### config.mk
export PLATFORM = sky130hd
export DESIGN_NAME = wic_top
export DESIGN_NICKNAME = d
export VERILOG_FILES = /design/src/hdl/wic_pkg.sv /design/src/hdl/wic_top.sv
export SDC_FILE = /design/constraint.sdc
export NUM_CORES = 1
export LEC_CHECK = 0
export ABC_AREA = 1
export BUFFER_PORTS_ARGS = -buffer_cell sky130_fd_sc_hd__buf_2
export CORE_UTILIZATION = 39
export CTS_CLUSTER_DIAMETER = 120
export DETAILED_ROUTE_END_ITERATION = 8
export HOLD_SLACK_MARGIN = 0.08
export PLACE_DENSITY = 0.74
export RECOVER_POWER = 25
export SLEW_MARGIN = 0
export SYNTH_ARGS = -nofsm -noshare
export SYNTH_HDL_FRONTEND = slang
export SYNTH_SLANG_ARGS = --single-unit
### constraint.sdc
create_clock -name I_CORE_CLK -period 1.1 [get_ports I_CORE_CLK]
set_input_delay 0.055 -clock I_CORE_CLK [delete_from_list [all_inputs] [get_ports I_CORE_CLK]]
set_output_delay 0.055 -clock I_CORE_CLK [all_outputs]
set_load 0.01 [all_outputs]
### src/hdl/wic_pkg.sv
// Package: constants and types for the wake and interrupt control block
package wic_pkg;

  localparam logic [7:0] VEC_RESET = 8'h00;
  localparam logic [7:0] VEC_IRQ   = 8'h08;
  // Enable bit positions inside the enable bytes
  localparam int BIT_TIMER_IE  = 0;
  localparam int BIT_PINCHG_IE = 1;
  localparam int BIT_EXT_IE    = 2;
  localparam int BIT_CMP_IE    = 0;
  localparam int BIT_CMP_WE    = 2;
  localparam int BIT_PINCHG_WE = 4;
  localparam int BIT_WDT_EN    = 7;
  localparam logic [4:0] PEND_RST = 5'h00;

  // CPU sequencer actions
  typedef enum logic [1:0] {
    WIC_ACT_NONE  = 2'b00,
    WIC_ACT_NEXT  = 2'b01,
    WIC_ACT_VEC   = 2'b10,
    WIC_ACT_RESET = 2'b11
  } wic_act_t;

  // Power states
  typedef enum logic [0:0] {
    WIC_ST_RUN   = 1'b0,
    WIC_ST_SLEEP = 1'b1
  } wic_state_t;

  // Pending flags of all interrupt sources
  typedef struct packed {
    logic ext_pin0_pending;
    logic ext_pin1_pending;
    logic pinchg_pending;
    logic timer_ovf_pending;
    logic comparator_pending;
  } wic_pend_t;

endpackage

### src/hdl/wic_top.sv
// Module: wake-up and interrupt dispatch between event sources and CPU
`timescale 1ns/100ps
`default_nettype none
module wic_top
  import wic_pkg::*;
(
  input  wire logic       I_CORE_CLK,
  input  wire logic       I_RST,
  input  wire logic       i_ext_irq_pin_a,
  input  wire logic       i_ext_irq_pin_b,
  input  wire logic       i_pinchg_evt,
  input  wire logic       i_timer_ovf_evt,
  input  wire logic       i_cmp_evt,
  input  wire logic       i_wdt_timeout,
  input  wire logic       i_low_volt,
  input  wire logic [7:0] i_irq_en,
  input  wire logic [7:0] i_wake_en,
  input  wire logic [7:0] i_wdt_ctrl,
  input  wire logic [7:0] i_cmp_ctrl,
  input  wire logic       i_global_irq_on_instr,
  input  wire logic       i_global_irq_off_instr,
  input  wire logic       i_sleep_instr,
  input  wire logic [4:0] i_pend_clr,
  output logic            O_SLEEP,
  output logic            O_CLK_RUN,
  output logic [1:0]      O_ACT,
  output logic [7:0]      O_VECTOR,
  output logic [4:0]      O_PEND,
  output logic            O_GIE,
  output logic            O_TO_FLAG,
  output logic            O_PD_FLAG
);

  // Two-stage synchronisers for pins and asynchronous events
  logic [6:0] sync1;
  logic [6:0] sync2;
  logic [6:0] prev;
  always_ff @(posedge I_CORE_CLK or posedge I_RST) begin
    if (I_RST) begin
      sync1 <= 7'h00;
      sync2 <= 7'h00;
      prev  <= 7'h00;
    end else begin
      sync1 <= {i_low_volt, i_wdt_timeout, i_cmp_evt, i_timer_ovf_evt,
                i_pinchg_evt, i_ext_irq_pin_b, i_ext_irq_pin_a};
      sync2 <= sync1;
      prev  <= sync2;
    end
  end

  // Rising edges of synchronised lines are the events
  wire [6:0] edge_w = sync2 & ~prev;
  wire ev_exta = edge_w[0];
  wire ev_extb = edge_w[1];
  wire ev_pc   = edge_w[2];
  wire ev_tmr  = edge_w[3];
  wire ev_cmp  = edge_w[4];
  wire ev_wdt  = edge_w[5];
  wire ev_lvr  = edge_w[6];

  wic_state_t state;
  logic       gie;
  logic       wdt_at_sleep;
  wic_pend_t  pend;
  wire asleep = (state == WIC_ST_SLEEP);

  // Enable decode
  wire en_ext  = i_irq_en[BIT_EXT_IE];
  wire en_pci  = i_irq_en[BIT_PINCHG_IE];
  wire en_tmr  = i_irq_en[BIT_TIMER_IE];
  wire en_cmpi = i_cmp_ctrl[BIT_CMP_IE];
  wire en_wdt  = i_wdt_ctrl[BIT_WDT_EN];
  // Watchdog running at sleep entry masks the pin change and comparator wakes
  wire en_pcw  = i_wake_en[BIT_PINCHG_WE] & ~wdt_at_sleep;
  wire en_cmpw = i_wake_en[BIT_CMP_WE] & ~wdt_at_sleep;

  // Flag set terms; in sleep the timer is frozen and the ext pins are dead
  wire set_exta = ev_exta & en_ext & ~asleep;
  wire set_extb = ev_extb & en_ext & ~asleep;
  wire set_pc   = ev_pc & en_pci;
  wire set_tmr  = ev_tmr & en_tmr & ~asleep;
  wire set_cmp  = ev_cmp & en_cmpi;

  // Reset sources
  wire do_reset = (ev_wdt & en_wdt) | ev_lvr;

  // Wake terms: only permitted sources end sleep
  wire wake_pc  = asleep & ev_pc & en_pcw;
  wire wake_cmp = asleep & ev_cmp & en_cmpw;
  wire wake_any = wake_pc | wake_cmp;

  // Dispatch: an enabled irq event while running or waking vectors with GIE, else next
  wire irq_run  = ~asleep & (set_exta | set_extb | set_pc | set_tmr
                  | set_cmp);
  wire irq_wake = (wake_pc & en_pci) | (wake_cmp & en_cmpi);
  wire go_irq   = irq_run | irq_wake;
  wic_act_t next_act;
  assign next_act = do_reset ? WIC_ACT_RESET :
                    (go_irq & gie) ? WIC_ACT_VEC :
                    (go_irq | wake_any) ? WIC_ACT_NEXT :
                    WIC_ACT_NONE;
  wire [7:0] next_vec = (next_act == WIC_ACT_RESET) ? VEC_RESET : VEC_IRQ;

  // Power state and global enable
  always_ff @(posedge I_CORE_CLK or posedge I_RST) begin
    if (I_RST) begin
      state        <= WIC_ST_RUN;
      gie          <= 1'b0;
      wdt_at_sleep <= 1'b0;
    end else begin
      if (do_reset || wake_any) begin
        state <= WIC_ST_RUN;
      end else if (i_sleep_instr && !asleep) begin
        state        <= WIC_ST_SLEEP;
        wdt_at_sleep <= en_wdt;
      end
      if (do_reset) begin
        gie <= 1'b0;
      end else if (i_global_irq_on_instr) begin
        gie <= 1'b1;
      end else if (i_global_irq_off_instr) begin
        gie <= 1'b0;
      end
    end
  end

  // Sticky pending flags; a set in the clear cycle wins
  wire [4:0] set_vec = {set_exta, set_extb, set_pc, set_tmr, set_cmp};
  always_ff @(posedge I_CORE_CLK or posedge I_RST) begin
    if (I_RST) begin
      pend <= PEND_RST;
    end else begin
      pend <= (pend & ~i_pend_clr) | set_vec;
    end
  end

  // Time-out and power-down status survive the reset-type wake
  logic to_flag;
  logic pd_flag;
  always_ff @(posedge I_CORE_CLK or posedge I_RST) begin
    if (I_RST) begin
      to_flag <= 1'b0;
      pd_flag <= 1'b0;
    end else begin
      if (do_reset) begin
        to_flag <= ev_wdt & en_wdt;
        pd_flag <= asleep;
      end else if (i_sleep_instr && !asleep) begin
        pd_flag <= 1'b1;
      end
    end
  end

  // Registered outputs to the CPU sequencer
  always_ff @(posedge I_CORE_CLK or posedge I_RST) begin
    if (I_RST) begin
      O_ACT    <= WIC_ACT_NONE;
      O_VECTOR <= VEC_RESET;
      O_SLEEP  <= 1'b0;
      O_CLK_RUN <= 1'b1;
    end else begin
      O_ACT    <= next_act;
      O_VECTOR <= next_vec;
      O_SLEEP  <= asleep & ~wake_any & ~do_reset;
      // Clock stays gated until a permitted wake source or a reset
      O_CLK_RUN <= ~(asleep & ~wake_any & ~do_reset);
    end
  end
  assign O_PEND    = pend;
  assign O_GIE     = gie;
  assign O_TO_FLAG = to_flag;
  assign O_PD_FLAG = pd_flag;

  // Checks: each looks one edge after the detected event, where the
  // registered outputs and flags have settled

  // External pin events flag only while running
  AST_EXT_FLAG: assert property (
    @(posedge I_CORE_CLK) disable iff (I_RST)
    ev_exta && en_ext && !asleep |=> pend.ext_pin0_pending)
    else $error("ext pin a flag not set");
  // Second external pin has its own flag
  AST_EXTB_FLAG: assert property (
    @(posedge I_CORE_CLK) disable iff (I_RST)
    ev_extb && en_ext && !asleep |=> pend.ext_pin1_pending)
    else $error("ext pin b flag not set");
  // External pins are dead in sleep
  AST_EXT_SLEEP: assert property (
    @(posedge I_CORE_CLK) disable iff (I_RST)
    asleep && ev_exta && !pend.ext_pin0_pending
    |=> !pend.ext_pin0_pending)
    else $error("ext pin flagged in sleep");

  // Pin change with both enables clear causes no dispatch
  AST_PC_IGNORE: assert property (
    @(posedge I_CORE_CLK) disable iff (I_RST)
    ev_pc && !en_pci && !i_wake_en[BIT_PINCHG_WE] && !ev_cmp && !ev_exta
    && !ev_extb && !ev_tmr && !do_reset |=> O_ACT == WIC_ACT_NONE)
    else $error("ignored pin change dispatched");
  // Pin change without wake enable keeps the device asleep
  AST_PC_NO_WAKE: assert property (
    @(posedge I_CORE_CLK) disable iff (I_RST)
    asleep && ev_pc && !i_wake_en[BIT_PINCHG_WE] && !ev_cmp && !do_reset
    |=> asleep)
    else $error("pin change woke without enable");
  // Enabled pin change always flags
  AST_PC_FLAG: assert property (
    @(posedge I_CORE_CLK) disable iff (I_RST)
    ev_pc && en_pci |=> pend.pinchg_pending)
    else $error("pin change flag not set");
  // Flag only: stays asleep with no dispatch
  AST_PC_STAY: assert property (
    @(posedge I_CORE_CLK) disable iff (I_RST)
    asleep && ev_pc && en_pci && !en_pcw && !ev_cmp && !do_reset
    |=> asleep && O_ACT == WIC_ACT_NONE)
    else $error("pin change left sleep");
  // Wake enable ends sleep with a dispatch
  AST_PC_WAKE: assert property (
    @(posedge I_CORE_CLK) disable iff (I_RST)
    wake_pc && !do_reset |=> !asleep && O_ACT != WIC_ACT_NONE)
    else $error("pin change wake missing");
  // Wake only leaves the flag alone
  AST_PC_NO_FLAG: assert property (
    @(posedge I_CORE_CLK) disable iff (I_RST)
    ev_pc && !en_pci && !pend.pinchg_pending |=> !pend.pinchg_pending)
    else $error("pin change flag without enable");
  // Wake with interrupts off continues in order
  AST_PC_NEXT: assert property (
    @(posedge I_CORE_CLK) disable iff (I_RST)
    wake_pc && !gie && !do_reset |=> O_ACT == WIC_ACT_NEXT)
    else $error("pin change wake not next");
  // Enabled request with interrupts on vectors
  AST_VEC: assert property (
    @(posedge I_CORE_CLK) disable iff (I_RST)
    go_irq && gie && !do_reset
    |=> O_ACT == WIC_ACT_VEC && O_VECTOR == VEC_IRQ)
    else $error("vector not taken");
  // Running request with interrupts off continues in order
  AST_RUN_NEXT: assert property (
    @(posedge I_CORE_CLK) disable iff (I_RST)
    irq_run && !gie && !do_reset |=> O_ACT == WIC_ACT_NEXT)
    else $error("running request not next");

  // Timer never ends sleep
  AST_TMR_NO_WAKE: assert property (
    @(posedge I_CORE_CLK) disable iff (I_RST)
    asleep && ev_tmr && !ev_pc && !ev_cmp && !do_reset |=> asleep)
    else $error("timer woke device");
  // Timer flags while running
  AST_TMR_FLAG: assert property (
    @(posedge I_CORE_CLK) disable iff (I_RST)
    ev_tmr && en_tmr && !asleep |=> pend.timer_ovf_pending)
    else $error("timer flag not set");

  // Comparator without its irq enable leaves the flag clear
  AST_CMP_IGN: assert property (
    @(posedge I_CORE_CLK) disable iff (I_RST)
    ev_cmp && !en_cmpi && !pend.comparator_pending
    |=> !pend.comparator_pending)
    else $error("comparator flag without enable");
  // Comparator without wake enable keeps the device asleep
  AST_CMP_NO_WAKE: assert property (
    @(posedge I_CORE_CLK) disable iff (I_RST)
    asleep && ev_cmp && !i_wake_en[BIT_CMP_WE] && !ev_pc && !do_reset
    |=> asleep)
    else $error("comparator woke without enable");
  // Flag only: comparator flags and the device sleeps on
  AST_CMP_STAY: assert property (
    @(posedge I_CORE_CLK) disable iff (I_RST)
    asleep && ev_cmp && en_cmpi && !en_cmpw && !ev_pc && !do_reset
    |=> asleep && pend.comparator_pending)
    else $error("comparator flag-only case wrong");
  // Comparator wake ends sleep with a dispatch
  AST_CMP_WAKE: assert property (
    @(posedge I_CORE_CLK) disable iff (I_RST)
    wake_cmp && !do_reset |=> !asleep && O_ACT != WIC_ACT_NONE)
    else $error("comparator wake missing");
  // Comparator wake with irq on, interrupts off: flag and next
  AST_CMP_NEXT: assert property (
    @(posedge I_CORE_CLK) disable iff (I_RST)
    wake_cmp && en_cmpi && !gie && !do_reset
    |=> O_ACT == WIC_ACT_NEXT && pend.comparator_pending)
    else $error("comparator wake not next");
  // Comparator with interrupts on vectors when it may act
  AST_CMP_VEC: assert property (
    @(posedge I_CORE_CLK) disable iff (I_RST)
    ev_cmp && en_cmpi && gie && !do_reset && (!asleep || en_cmpw)
    |=> O_ACT == WIC_ACT_VEC)
    else $error("comparator vector missing");
  // Running comparator with interrupts off: flag and next
  AST_CMP_RUN: assert property (
    @(posedge I_CORE_CLK) disable iff (I_RST)
    !asleep && ev_cmp && en_cmpi && !gie && !do_reset
    |=> O_ACT == WIC_ACT_NEXT && pend.comparator_pending)
    else $error("running comparator not next");

  // Reset sources restart at address zero
  AST_RESET: assert property (
    @(posedge I_CORE_CLK) disable iff (I_RST)
    do_reset |=> O_ACT == WIC_ACT_RESET && O_VECTOR == VEC_RESET)
    else $error("reset dispatch wrong");
  // A reset wakes the device and restarts the clock
  AST_RESET_WAKE: assert property (
    @(posedge I_CORE_CLK) disable iff (I_RST)
    do_reset |=> !asleep && O_CLK_RUN && !O_SLEEP)
    else $error("reset did not wake");
  // Clock held while nothing permitted wakes
  AST_CLK_STOP: assert property (
    @(posedge I_CORE_CLK) disable iff (I_RST)
    asleep && !wake_any && !do_reset |=> !O_CLK_RUN && O_SLEEP)
    else $error("clock ran in sleep");
  // Watchdog at sleep entry blocks every pin wake
  AST_WDT_MASK: assert property (
    @(posedge I_CORE_CLK) disable iff (I_RST)
    asleep && wdt_at_sleep && !do_reset |=> asleep)
    else $error("pin wake with watchdog");
  // Power-down flag survives a reset out of sleep
  AST_PD_KEPT: assert property (
    @(posedge I_CORE_CLK) disable iff (I_RST)
    do_reset && asleep |=> O_PD_FLAG)
    else $error("power-down flag lost");
  // Time-out flag marks a watchdog reset
  AST_TO_SET: assert property (
    @(posedge I_CORE_CLK) disable iff (I_RST)
    ev_wdt && en_wdt |=> O_TO_FLAG)
    else $error("time-out flag not set");

  // Flags hold until their own clear
  AST_STICKY: assert property (
    @(posedge I_CORE_CLK) disable iff (I_RST)
    pend.timer_ovf_pending && !i_pend_clr[1] |=> pend.timer_ovf_pending)
    else $error("flag lost");
  // A set in the clear cycle wins
  AST_SET_WINS: assert property (
    @(posedge I_CORE_CLK) disable iff (I_RST)
    set_pc && i_pend_clr[2] |=> pend.pinchg_pending)
    else $error("clear beat a set");
  // A clear with no set drops the flag
  AST_CLR: assert property (
    @(posedge I_CORE_CLK) disable iff (I_RST)
    i_pend_clr[2] && !set_pc |=> !pend.pinchg_pending)
    else $error("flag not cleared");

  // Main scenarios reached
  COV_PC_WAKE: cover property (@(posedge I_CORE_CLK) wake_pc && gie);
  COV_CMP_WAKE: cover property (@(posedge I_CORE_CLK) wake_cmp);
  COV_WDT: cover property (@(posedge I_CORE_CLK) do_reset && asleep);
  COV_RUN_IRQ: cover property (@(posedge I_CORE_CLK) irq_run && !gie);
  COV_FLAG_ONLY: cover property (@(posedge I_CORE_CLK)
    asleep && set_cmp && !wake_any);

endmodule // wic_top
`default_nettype wire

======== Word-level counts from Yosys, hierarchy flattened ========
Cells that the tools add are included.
word-level totals
  output and inout bits ................... 20
  latch bits .............................. 0
  ROM bits ................................ 0
  input bits .............................. 49
  register bits ........................... 39
  bits in writable memories ............... 0
  memories ................................ 0
  word-level logic and storage cells ...... 76
operators by class
  $add $sub $neg .......................... 0
  shift operators ......................... 0
  magnitude comparators ................... 0
  divide/modulo/power cells ............... 0
  reduce and logical (&&, ||, !) cells .... 7
  bitwise logic cells ..................... 41
  multiply operators ...................... 0
  muxes and demuxes ....................... 10
  equality and inequality tests ........... 1
operators with widths
  cell                                  number
  AND 1 bit                             21
  bitwise OR 1 bit                      9
  AND 7 bit                             1
  two-way mux 1 bit                     7
  NOT 7 bit                             1
  NOT 1 bit                             6
  AND 5 bit                             1
  NOT 5 bit                             1
  bitwise OR 5 bit                      1
  two-way mux 2 bit                     2
  two-way mux 4 bit                     1
  nonzero test 2 bit                    2
  nonzero test 3 bit                    1
  == test 2 bit, second input constant  1
  AND reduction 2 bit                   1
  logical AND 1 bit                     1
  zero test 1 bit                       1
  logical OR 1 bit                      1

======== Depth between registers and ports, before layout ========
  depth in word-level cells ............... 16
  gate-level depth with buffers ........... 9
  mapped depth without buffers ............ 9

======== Worst setup path before layout ========
Ideal clock, no wire load.
  kind .................................... register to register
  start ................................... register state (netlist: asleep)
  end ..................................... register O_ACT[0]
  stages on the path, launching flop included .. 10
  data required time ...................... 0.981 ns
  arrival ................................. 0.970 ns
  setup slack ............................. 0.011 ns
  cell sequence ........................... dfrtp_1 inv_2 nor2_2 nand2_1 nor2_2 a21oi_1 nand2_1 nand2_1 nand2_1 nand2_1
on the way
  longest elaborated chain between the ends .. 12
  elaborated cells on any way between the ends .. 23
  classes of those cells .................. 3 x mux; 20 x bitwise
RTL lines
  what                                 RTL line                      text
  from (decl)                          wic_top.sv:61                 wic_state_t state;
  from (signal assigned)               wic_top.sv:107                state <= WIC_ST_RUN;
  from (signal assigned)               wic_top.sv:112                state <= WIC_ST_RUN;
  from (signal assigned)               wic_top.sv:114                state <= WIC_ST_SLEEP;
  NOT 1 bit                            --
  AND 1 bit, on equally long branches  wic_top.sv:78, wic_top.sv:79
  bitwise OR 1 bit (3 in series)       wic_top.sv:93                 wire irq_run = ~asleep & (set_exta | set_extb | set_pc | set_tmr
  bitwise OR 1 bit                     wic_top.sv:94                 | set_cmp);
  AND 1 bit                            wic_top.sv:93
  bitwise OR 1 bit                     wic_top.sv:96                 wire go_irq = irq_run | irq_wake;
  bitwise OR 1 bit                     wic_top.sv:100                (go_irq | wake_any) ? WIC_ACT_NEXT :
  two-way mux 1 bit                    wic_top.sv:100
  two-way mux 2 bit (*)                wic_top.sv:99                 (go_irq & gie) ? WIC_ACT_VEC :
  two-way mux 2 bit (*)                wic_top.sv:98                 assign next_act = do_reset ? WIC_ACT_RESET :
  net next_act[0]                      wic_top.sv:97                 wic_act_t next_act;
  to (signal assigned)                 wic_top.sv:162                O_ACT <= next_act;
  to (decl)                            wic_top.sv:26                 output logic [1:0] O_ACT,
Mark *: on every way through the listed nets, which the timed path passes. The rest lies on a longest branch.
A chain may end at the register's enable or synchronous reset.

======== Worst setup path after layout ========
  start ................................... register state (netlist: asleep)
  end ..................................... register state (netlist: asleep)
on the way
  longest elaborated chain between the ends .. 5
  elaborated cells on any way between the ends .. 10
  classes of those cells .................. 1 x mux; 5 x bitwise; 4 x reduce/logical
RTL lines
  what                                                     RTL line                      text
  AND 1 bit, on equally long branches (2 in series)        wic_top.sv:88, wic_top.sv:89
  bitwise OR 1 bit                                         wic_top.sv:90                 wire wake_any = wake_pc | wake_cmp;
  logical OR 1 bit                                         wic_top.sv:111                if (do_reset || wake_any) begin
  two-way mux 1 bit or nonzero test 2 bit (tied branches)  --
Several ways; a longest one is shown, not always the timed one.

==> flow_summary.json <==
{
  "gp_routability_congestion": 0.839,
  "seq_cell_area_um2": 903,
  "post-route-util_pct": 60.7,
  "clock-sinks": 36,
  "synth.ff_latch_count": 36,
  "shortest_clock_period_the_worst_path_allows_after_layout_ns": 1.21,
  "yosys.cell_types.count": 18,
  "fin_hold_ws_ns": 0.179,
  "netSwitchingPower_uw": 838,
  "r2r_setup_slack_ns": -0.11,
  "post_drt_wl_per_cell_um": 10.8,
  "met3_capacity_usage_during_global_routing_pct": 7.21,
  "pwr-share-seq_pct": 50.6,
  "effective_utilization_at_floorplan_pct": 41.3,
  "drv_slew": 0,
  "tritoncts": "done",
  "fin_crit_sh_pct": 110,
  "cts_root_buffer": "clkbuf_4",
  "grt_start_max_net_pins": 31,
  "number_of_vias_in_the_routed_layout": 933,
  "final_net_count": 232,
  "numCtsBuffers": 5,
  "avgViaCountPerCell": 4.09,
  "worstPathArrival_ns": 1.45,
  "total_routed_wirelength_um": 2470,
  "critPathLaunchType": "flip-flop",
  "grt_first_pass_wirelength_um": 3860,
  "critical_path_required_ns": 1.34,
  "max-clock-path-buffers": 2,
  "yosysSeqAreaShare_pct": 71.0,
  "ctsHtreeMaxLevel": 2,
  "fillerInstances": 262,
  "multiInputGateArea_um2": 304,
  "hp-class": "input pin to async pin",
  "dp.final_hpwl_um": 1510,
  "synth_fa_ha_area_share_pct": 0,
  "yosys.area_share.simple_pct": 14.1,
  "worst_ir_drop_vdd_mv": 1.01,
  "report.power.total_mw": 3.07,
  "p_int_mw": 2.23,
  "die-area_um2": 3490,
  "grt_util_met1_pct": 17.0,
  "drt_first_pass_iters": 5,
  "grt_busiest_layer": "met2",
  "static-leakage-power_nw": 0.973,
  "grt_setup_unrepaired": "yes",
  "critPathCaptureType": "flip-flop",
  "synth.mux.area_fraction_pct": 0,
  "switching_share_pct": 27.3,
  "placeableCoreArea_um2": 3080,
  "finalSetupViolCount": 7,
  "placementRows": 20,
  "crit_fanout": 5,
  "commonest_non_fill_non_tap_cell_in_the_layout": "buf_2",
  "worstSkewPairLatency_ns": 0.35,
  "drive_gt1_share_pct": 37.0,
  "grt_antenna_before_repair": 0,
  "die_height_um": 59.1,
  "violations_in_the_final_reports": "setup timing",
  "worstRegToRegCells": 9,
  "hold_violations": 0,
  "crit_type": "flip-flop to flip-flop",
  "reg2reg_to": "asleep$_DFFE_PP0P_",
  "power.density_nw_per_um2": 1640,
  "worstReg2RegStart": "asleep$_DFFE_PP0P_",
  "port_buffers": 36,
  "cts.clk_slew.worst_paths_ns": 0.11,
  "fin_skew_ns": 0.0131,
  "total_grt_usage_pct": 15.9,
  "die_w_um": 59.1,
  "clock_power_share_pct": 30.2,
  "postLayoutSetupSlackWorst_ns": -0.106,
  "synth.cell_area_um2": 1270,
  "maxCapViolCount": 0,
  "area_delta_synth_final_pct": 47.2,
  "timing.setup.tns_ns": -0.317,
  "synth_area_per_cell_um2": 11.2,
  "grt_util_met2_pct": 27.1,
  "combinational_family_with_the_most_area_after_synthesis": "simple AND/OR/NAND/NOR gates",
  "layout.cells.most_common_list": "buf_2 (36), dfrtp_1 (34), dlygate4sd3_1 (21)",
  "route.detailed.drc": 0,
  "fmaxAchievable_ghz": 0.829,
  "synth_cells": 113,
  "drt_iter0_drc": 8,
  "ys_warns": 0,
  "globalRoute.totalOverflow": 0,
  "combPwrFrac_pct": 19.2,
  "top_level_ports": 69,
  "synth-xor-area-share_pct": 0,
  "diodes": 0,
  "synth-compound-area-share_pct": 4.83,
  "outcome": "complete, but fails checks",
  "postRouteAntennaNets": 0,
  "first_global_vias": 928
}
## routing by layer
| metal | share of wire, % | wire [µm] |
|---|---|---|
| met5 | 0 | 0 |
| met4 | 0.85 | 21 |
| met3 | 5.9 | 146 |
| met2 | 53 | 1300 |
| met1 | 40 | 1000 |
## registers in the layout (all words and copies together) (netlist names)
name and flops:
sync1 7, O_PEND 5, sync2 7, wdt_at_sleep 1
O_ACT 2, asleep 1, O_VECTOR 1, O_TO_FLAG 1
O_PD_FLAG 1, O_CLK_RUN 1, O_GIE 1, prev 7
O_SLEEP 1
## worst max path at each step
stage                                     endpoint                from  slack (ns)  cells past startpoint
after CTS                 wdt_at_sleep$_DFFE_PP0P_  asleep$_DFFE_PP0P_       -0.13                      8
after detailed placement        O_ACT[0]$_DFF_PP0_  asleep$_DFFE_PP0P_       -0.12                      9
after global placement          O_ACT[0]$_DFF_PP0_  asleep$_DFFE_PP0P_       -0.08                      9
final                           asleep$_DFFE_PP0P_  asleep$_DFFE_PP0P_       -0.11                      9
after global routing            asleep$_DFFE_PP0P_  asleep$_DFFE_PP0P_       -0.18                      9
after floorplan                 O_ACT[0]$_DFF_PP0_  asleep$_DFFE_PP0P_        0.01                      9
## worst max-delay path, stage by stage (launching register included)
cell and delay [ns]:
dfrtp_2 0.43, inv_2 0.06, nor2_4 0.10, nand2_2 0.09, nor3_4 0.15, nor2_4 0.06, nand2_2 0.08, nor2_4 0.04
inv_2 0.05, nand2_1 0.04
## power by group through the flow
stage	registers, mW	clock network [mW]	logic, mW
6_report	1.55	0.928	0.589
5_1_grt	1.57	1.00	0.649
4_1_cts	1.54	0.944	0.532
3_5_place_dp	1.57	0	0.446
3_3_place_gp	1.56	0	0.431
2_1_floorplan	1.60	0	0.239
## cells in the mapped netlist
library cell	instances	area, µm²
o21ai_1	1	5.00
inv_2	3	11.3
nand3b_1	1	7.51
o21bai_2	1	11.3
dfrtp_1	35	876
nand2_1	20	75.1
nand2_2	1	6.26
dfstp_2	1	26.3
o21ai_0	7	35.0
a21oi_1	2	10.0
buf_4	7	52.6
nand3_1	3	15.0
nand3_2	1	10.0
nor2_1	8	30.0
nor2_2	4	25.0
conb_1	1	3.75
nor3_2	1	10.0
inv_1	16	60.1
## per-stage QoR
stage          area, µm²  setup slack, ns  instances
5_1_grt             1870           -0.176        228
2_1_floorplan       1290           0.0109        119
6_report            1870           -0.106        228
3_3_place_gp        1510          -0.0815        195
4_1_cts             1820           -0.134        225
3_5_place_dp        1510           -0.117        195
## cell type report
type                       count  area share (%)
sequential                    36            48.3
clock buffer                   5            2.01
timing repair buffer          64            24.4
tap                           44            2.95
inverter                      19            3.82
clock inverter                 3            2.28
multi-input combinational     57            16.3
## timing repair
item	in CTS	in global routing
hold endpoints to repair	53	0
resized for setup	2	8
setup endpoints to repair	6	7
buffers inserted	1	3
pin swaps	2	1
hold buffers	21	0
## cells by family (layout without fill, tap and decap cells)
kind of cell	Yosys count	count (layout)
buffers and inverters	26	91
AOI/OAI and AO/OA	11	11
and+or+nand+nor	39	39
DFF	36	36
other	1	7
No activity file was read; power rests on OpenSTA's default activity.
